`src/logic/cmc_pkg.sv`:
```
// Purpose: constants for the comparator control logic
// Assumes: classic Wishbone, 32-bit data, byte addresses
// Notes:   control word sits in the low byte of its bus word
package cmc_pkg;
	localparam logic [7:0] CMC_ADDR_CTRL    = 8'hF8;
	localparam logic [7:0] CMC_ADDR_MODE    = 8'hFC;
	localparam logic [7:0] CMC_ADDR_RSTSEL  = 8'hF4;
	localparam logic [7:0] CMC_CTRL_RESET   = 8'h00;
	localparam logic [1:0] CMC_MODE_RESET   = 2'h0;
	localparam int         CMC_BIT_EN       = 7;
	localparam int         CMC_BIT_STATE    = 6;
	localparam int         CMC_BIT_RISE     = 5;
	localparam int         CMC_BIT_FALL     = 4;
	localparam int         CMC_POS_LSB      = 2;
	localparam int         CMC_NEG_LSB      = 0;
	localparam int         CMC_SYNC_STAGES  = 2;

	typedef enum logic [1:0] {
		CMC_HYST_OFF  = 2'b00,
		CMC_HYST_5MV  = 2'b01,
		CMC_HYST_10MV = 2'b10,
		CMC_HYST_20MV = 2'b11
	} cmc_hyst_e;

	typedef enum logic [0:0] {
		CMC_BUS_IDLE = 1'b0,
		CMC_BUS_ACK  = 1'b1
	} cmc_bus_e;
endpackage

```
`src/logic/cmc_sync.sv`:
```
// Purpose: two-flop synchroniser for the comparator result
// Assumes: first stage feeds only the second stage
// Notes:   output is the last stage of the chain
`timescale 1ns/1ns
`default_nettype none
module cmc_sync
	import cmc_pkg::*;
(
	input  wire logic clk_i,
	input  wire logic rst_i,
	input  wire logic async_i,
	output logic      sync_o
);
	logic [CMC_SYNC_STAGES-1:0] chain_r;

	always_ff @(posedge clk_i) begin
		if (rst_i) begin
			chain_r <= '0;
		end else begin
			chain_r <= {chain_r[CMC_SYNC_STAGES-2:0], async_i};
		end
	end

	assign sync_o = chain_r[CMC_SYNC_STAGES-1];
endmodule
`default_nettype wire

```
`src/logic/cmc_top.sv`:
```
// Purpose: control and status logic of the on-chip voltage comparator
// Assumes: classic Wishbone slave, single clock clk_i, sync reset rst_i
// Notes:
// Notes on behaviour
// - falling output edge sets fall flag
// - rising output edge sets rise flag
// - flags stay set until software clears
// - interrupt request on either edge
// - state bit reads current output, no side effects
// - enable bit powers comparator on or off
// - disabled comparator drives port outputs low
// - registered and raw port outputs offered
// - raw output needs no system clock
// - low four bits hold hysteresis selection
// - negative hysteresis: off, 5, 10, 20 mV
// - positive hysteresis chosen the same, independently
// - comparator output selectable as reset source
// - response time set by separate mode register
//
// Local design decision: the Wishbone interface to the registers.
`timescale 1ns/1ns
`default_nettype none
module cmc_top
	import cmc_pkg::*;
(
	input  wire logic        clk_i,
	input  wire logic        rst_i,
	// wishbone slave
	input  wire logic        wb_cyc_i,
	input  wire logic        wb_stb_i,
	input  wire logic        wb_we_i,
	input  wire logic [7:0]  wb_adr_i,
	input  wire logic [3:0]  wb_sel_i,
	input  wire logic [31:0] wb_dat_i,
	output logic      [31:0] wb_dat_o,
	output logic             wb_ack_o,
	// analog core
	input  wire logic        cmp_result_i,
	output logic             cmp_power_o,
	output logic      [1:0]  pos_hyst_sel_o,
	output logic      [1:0]  neg_hyst_sel_o,
	output logic      [1:0]  response_mode_o,
	// port pins and system
	output logic             cmp_sync_out_o,
	output logic             cmp_raw_out_o,
	output logic             cmp_irq_o,
	output logic             cmp_reset_req_o
);
	// ----------------------------------------
	// state
	// ----------------------------------------
	logic       cmp_enable_r;
	logic       rise_edge_flag_r;
	logic       fall_edge_flag_r;
	logic [1:0] pos_hyst_r;
	logic [1:0] neg_hyst_r;
	logic [1:0] response_mode_r;
	logic       reset_sel_r;
	logic       sample_prev_r;
	logic       sync_out_r;
	logic       irq_r;
	logic       reset_req_r;
	logic [31:0] rdata_r;
	cmc_bus_e   bus_r;
	cmc_bus_e   bus_nxt;

	// ----------------------------------------
	// synchroniser
	// ----------------------------------------
	wire cmp_gated = cmp_result_i & cmp_enable_r;
	logic cmp_sample;

	cmc_sync u_sync (
		.clk_i   (clk_i),
		.rst_i   (rst_i),
		.async_i (cmp_gated),
		.sync_o  (cmp_sample)
	);

	// ----------------------------------------
	// decode
	// ----------------------------------------
	wire req       = wb_cyc_i & wb_stb_i & (bus_r == CMC_BUS_IDLE);
	wire hit_ctrl  = (wb_adr_i == CMC_ADDR_CTRL);
	wire hit_mode  = (wb_adr_i == CMC_ADDR_MODE);
	wire hit_rsel  = (wb_adr_i == CMC_ADDR_RSTSEL);
	wire wr_lane0  = req & wb_we_i & wb_sel_i[0];
	wire wr_ctrl   = wr_lane0 & hit_ctrl;
	wire wr_mode   = wr_lane0 & hit_mode;
	wire wr_rsel   = wr_lane0 & hit_rsel;
	// edges are seen once per sample pair, so each transition flags once
	wire rise_evt  = cmp_sample & ~sample_prev_r;
	wire fall_evt  = ~cmp_sample & sample_prev_r;

	// set beats a clear written in the same cycle
	wire rise_nxt  = rise_evt | (wr_ctrl ? wb_dat_i[CMC_BIT_RISE] : rise_edge_flag_r);
	wire fall_nxt  = fall_evt | (wr_ctrl ? wb_dat_i[CMC_BIT_FALL] : fall_edge_flag_r);

	// state bit is read-only; reading has no side effects
	wire [7:0] ctrl_view = {cmp_enable_r, cmp_sample & cmp_enable_r, rise_edge_flag_r, fall_edge_flag_r,
		pos_hyst_r, neg_hyst_r};
	wire [31:0] rd_mux = hit_ctrl ? {24'h000000, ctrl_view} :
		hit_mode ? {30'h00000000, response_mode_r} :
		hit_rsel ? {31'h00000000, reset_sel_r} : 32'h00000000;

	assign bus_nxt = req ? CMC_BUS_ACK : CMC_BUS_IDLE;

	// ----------------------------------------
	// bus slave
	// ----------------------------------------
	always_ff @(posedge clk_i) begin
		if (rst_i) begin
			bus_r   <= CMC_BUS_IDLE;
			rdata_r <= 32'h00000000;
		end else begin
			bus_r   <= bus_nxt;
			rdata_r <= req ? rd_mux : rdata_r;
		end
	end

	// ----------------------------------------
	// control registers
	// ----------------------------------------
	always_ff @(posedge clk_i) begin
		if (rst_i) begin
			cmp_enable_r <= CMC_CTRL_RESET[CMC_BIT_EN];
			pos_hyst_r   <= CMC_CTRL_RESET[CMC_POS_LSB+1:CMC_POS_LSB];
			neg_hyst_r   <= CMC_CTRL_RESET[CMC_NEG_LSB+1:CMC_NEG_LSB];
		end else if (wr_ctrl) begin
			cmp_enable_r <= wb_dat_i[CMC_BIT_EN];
			pos_hyst_r   <= wb_dat_i[CMC_POS_LSB+1:CMC_POS_LSB];
			neg_hyst_r   <= wb_dat_i[CMC_NEG_LSB+1:CMC_NEG_LSB];
		end
	end

	always_ff @(posedge clk_i) begin
		if (rst_i) begin
			response_mode_r <= CMC_MODE_RESET;
			reset_sel_r     <= 1'b0;
		end else begin
			if (wr_mode) begin
				response_mode_r <= wb_dat_i[1:0];
			end
			if (wr_rsel) begin
				reset_sel_r <= wb_dat_i[0];
			end
		end
	end

	// ----------------------------------------
	// edge flags and outputs
	// ----------------------------------------
	always_ff @(posedge clk_i) begin
		if (rst_i) begin
			sample_prev_r    <= 1'b0;
			rise_edge_flag_r <= 1'b0;
			fall_edge_flag_r <= 1'b0;
			sync_out_r       <= 1'b0;
			irq_r            <= 1'b0;
			reset_req_r      <= 1'b0;
		end else begin
			sample_prev_r    <= cmp_sample;
			rise_edge_flag_r <= rise_nxt;
			fall_edge_flag_r <= fall_nxt;
			sync_out_r       <= cmp_sample & cmp_enable_r;
			irq_r            <= rise_nxt | fall_nxt;
			reset_req_r      <= reset_sel_r & cmp_enable_r & cmp_sample;
		end
	end

	// raw path is combinational so it works with the clock stopped
	assign cmp_raw_out_o   = cmp_gated;
	assign cmp_sync_out_o  = sync_out_r;
	assign cmp_power_o     = cmp_enable_r;
	assign pos_hyst_sel_o  = pos_hyst_r;
	assign neg_hyst_sel_o  = neg_hyst_r;
	assign response_mode_o = response_mode_r;
	assign cmp_irq_o       = irq_r;
	assign cmp_reset_req_o = reset_req_r;
	assign wb_ack_o        = (bus_r == CMC_BUS_ACK);
	assign wb_dat_o        = rdata_r;
endmodule
`default_nettype wire

```
`config.mk`:
```
export PLATFORM = sky130hd
export DESIGN_NAME = cmc_top
export DESIGN_NICKNAME = d
export VERILOG_FILES = /design/src/logic/cmc_pkg.sv /design/src/logic/cmc_sync.sv /design/src/logic/cmc_top.sv
export SDC_FILE = /design/constraint.sdc
export NUM_CORES = 1
export LEC_CHECK = 0
export BUFFER_PORTS_ARGS = -buffer_cell sky130_fd_sc_hd__buf_2
export CAP_MARGIN = 20
export CORE_MARGIN = 2
export CORE_UTILIZATION = 41
export DETAILED_ROUTE_END_ITERATION = 6
export PLACE_DENSITY = 0.93
export SETUP_SLACK_MARGIN = 0.2
export SYNTH_ARGS = -nofsm -noshare
export SYNTH_HDL_FRONTEND = slang
export SYNTH_HIERARCHICAL = 1
export SYNTH_SLANG_ARGS = --single-unit
```
`constraint.sdc`:
```
create_clock -name clk_i -period 3.7 [get_ports clk_i]
set_input_delay 0.185 -clock clk_i [delete_from_list [all_inputs] [get_ports clk_i]]
set_output_delay 0.185 -clock clk_i [all_outputs]
set_load 0.03 [all_outputs]
```
==> flow_summary.json <==
{
  "status": "finished, final reports clean",
  "power.total_mw": 0.441,
  "dieArea_um2": 3310,
  "cts_root_buffer": "clkbuf_4",
  "seq_area_um2": 500,
  "slew_viol_final": 0,
  "crit_required_ns": 3.94,
  "coreArea_um2": 2730,
  "wire_per_inst_um": 10.1,
  "skew_ns": 0.00242,
  "drive_above_1_share_pct": 31.1,
  "fin_crit_sh_pct": 59.4,
  "worst_pin_slew_ns": 0.753,
  "clk_latency_ns": 0.30,
  "critical_path_buf_inv_count": 0,
  "synthTopCellsByArea": "dfxtp_1 (43%), buf_4 (19%), mux2i_1 (7.7%)",
  "cts_buffers": 3,
  "period_minus_slack_ns": 2.20,
  "instances_no_fill": 192,
  "cp_slowest_cell": "nor4_4",
  "die_width_um": 57.6,
  "placed_cell_area_um2": 1280,
  "setup_viol_count_final": 0,
  "cp-start-kind": "register",
  "num_vias": 881,
  "cts_max_level": 1,
  "finalWeightedCongestion": 0.784,
  "dpl_worst_slack_ns": 1.50,
  "avgViaCountPerCell": 4.59,
  "grt_pass1_wl_um": 3210,
  "grt_max_degree": 23,
  "dp_cells": 188,
  "hold_path_class": "input port to register",
  "multi_input_area_um2": 529,
  "layout_commonest_cell": "buf_2",
  "ys_seq_area_share_pct": 42.6,
  "drt_wl_total_um": 1940,
  "critical_path_class": "register to register",
  "mostFrequentLayoutCells": "buf_2 (41), dfxtp_1 (25), conb_1 (24)",
  "synth.distinct_cells": 31,
  "fin_area_um2": 1310,
  "synthCells": 124,
  "first_global_vias": 778,
  "crit_chain": "nand3b_1 -> nor4_4 -> mux2_4 -> a31oi_1",
  "max_stage_delay_ns": 0.82,
  "diodes": 0,
  "syn-cell-area_um2": 1180,
  "fp-row-count": 19,
  "synth_top_area_share_pct": 42.6,
  "clkTransAtPathRegs_ns": 0.12,
  "worst_ep_arrival_time_ns": 2.44,
  "overflow": 0,
  "finalNetCount": 212,
  "cts_hold_buffers": 0,
  "synth_top_cell_by_area": "dfxtp_1",
  "crit_family": "simple AND/OR/NAND/NOR gates",
  "drc_errors": 0,
  "firstDrtPassIters": 4,
  "cp-end-kind": "register",
  "fin_tns_setup_ns": 0,
  "fillers": 258,
  "areaGrowthSynthToFinish_pct": 11.3,
  "portBuffers": 41,
  "cts_tree": "built",
  "yosysWarnings": 6,
  "start_util_pct": 43.0,
  "antenna_found_initial": 0,
  "critPathMaxFanout": 13,
  "dieHeight_um": 57.6,
  "clkSinkCount": 25,
  "ctsResizeCount": 0,
  "worst_slack_ns": 1.50,
  "hold_viol": 0,
  "ir_drop_mv": 0.230,
  "drt_iter0_drc": 24,
  "maxCapViolCount": 0,
  "cts_buffer_depth": 2,
  "leakagePower_nw": 0.622,
  "syn_area_per_cell_um2": 9.48,
  "slew_headroom_pct": 49.4,
  "max_clock_freq_mhz": 455,
  "cts_setup_buffers": 0,
  "ant_nets": 0,
  "p_per_area_nw_per_um2": 337,
  "synth_seq_cells": 25,
  "grt_use_total_pct": 12.1,
  "rsz0062_at_grt": "false",
  "io_pins": 94,
  "hpwl_um": 1580
}
## cell usage after synthesis
cell       n
o221ai_1   1
nand3b_1   1
dfxtp_1   25
a21boi_0   1
and2_1     2
nand2b_1   1
a32oi_1    1
or4b_4     1
nand2_1    4
mux2_4     1
a31oi_1    1
nor2b_1    3
nor2_1    18
mux2_2     1
mux2i_1    9
nor3_1     1
buf_4     29
inv_1      2
a32o_1     1
nand3_1    1
nor4_4     1
nor4_1     2
conb_1     1
a22oi_1    5
or2b_1     1
a41o_1     1
or3b_2     1
nand4_1    1
clkbuf_1   2
and3_1     1
a21oi_1    4
## layout make-up
class / count / share of cell area [%]
sequential: 25 / 38.2
multi-input combinational: 89 / 40.4
clock inverter: 1 / 0.382
timing repair buffer: 41 / 15.7
clock buffer: 3 / 1.72
inverter: 2 / 0.574
tap: 31 / 2.96
## cells by family after synthesis
kind of cell / after synthesis / synth area share, %
simple gates: 39 / 18.2
flops: 25 / 42.6
buf+inv: 33 / 19.8
compound gates: 15 / 9.26
mux: 11 / 9.89
other cells: 1 / 0.319
## registers in the layout, indices dropped and copies added (netlist names), 2 cells and up
register         cells
u_sync/chain_r       2
wb_dat_o             8
response_mode_o      2
pos_hyst_sel_o       2
neg_hyst_sel_o       2
## final timing paths
path	from	to	slack (ns)	cells past startpoint
worst min register to register	u_sync/chain_r[0]$_SDFF_PP0_	u_sync/chain_r[1]$_SDFF_PP0_	0.45	1
worst min-delay path	wb_dat_i[3]	pos_hyst_sel_o[1]$_SDFFE_PP0N_	0.11	3
worst max register to register	wb_ack_o$_SDFF_PP0_	cmp_irq_o$_SDFF_PP0_	1.50	4
worst max-delay path	wb_ack_o$_SDFF_PP0_	cmp_irq_o$_SDFF_PP0_	1.50	4
## tightest hold or removal path: cells and delay by family
kind | cells | cell delay, ns
muxes | 1 | 0.05
buffers and inverters | 1 | 0.08
and+or+nand+nor | 1 | 0.07
## per-stage QoR
step | utilization, % | hold WS, ns
floorplan | - | 0.257
global placement | 46.9 | 0.420
detailed placement | 46.9 | 0.431
CTS | 47.9 | 0.107
global route | 47.9 | 0.120
finish | 47.9 | 0.108
## where the power goes
| group | internal (mW) | leakage, nW | switching, mW |
|---|---|---|---|
| registers | 0.270 | 0.201 | 0.000181 |
| logic | 0.0110 | 0.403 | 0.0472 |
| clock network | 0.0403 | 0.0177 | 0.0725 |
| total | 0.321 | 0.622 | 0.120 |
## layer usage
| layer | routed length, µm | GRT usage, % |
|---|---|---|
| met5 | 0 | 0 |
| met4 | 18 | 3.99 |
| met3 | 101 | 1.36 |
| met2 | 1040 | 21.6 |
| met1 | 779 | 15.0 |
Power figures use the tool's default switching activity.
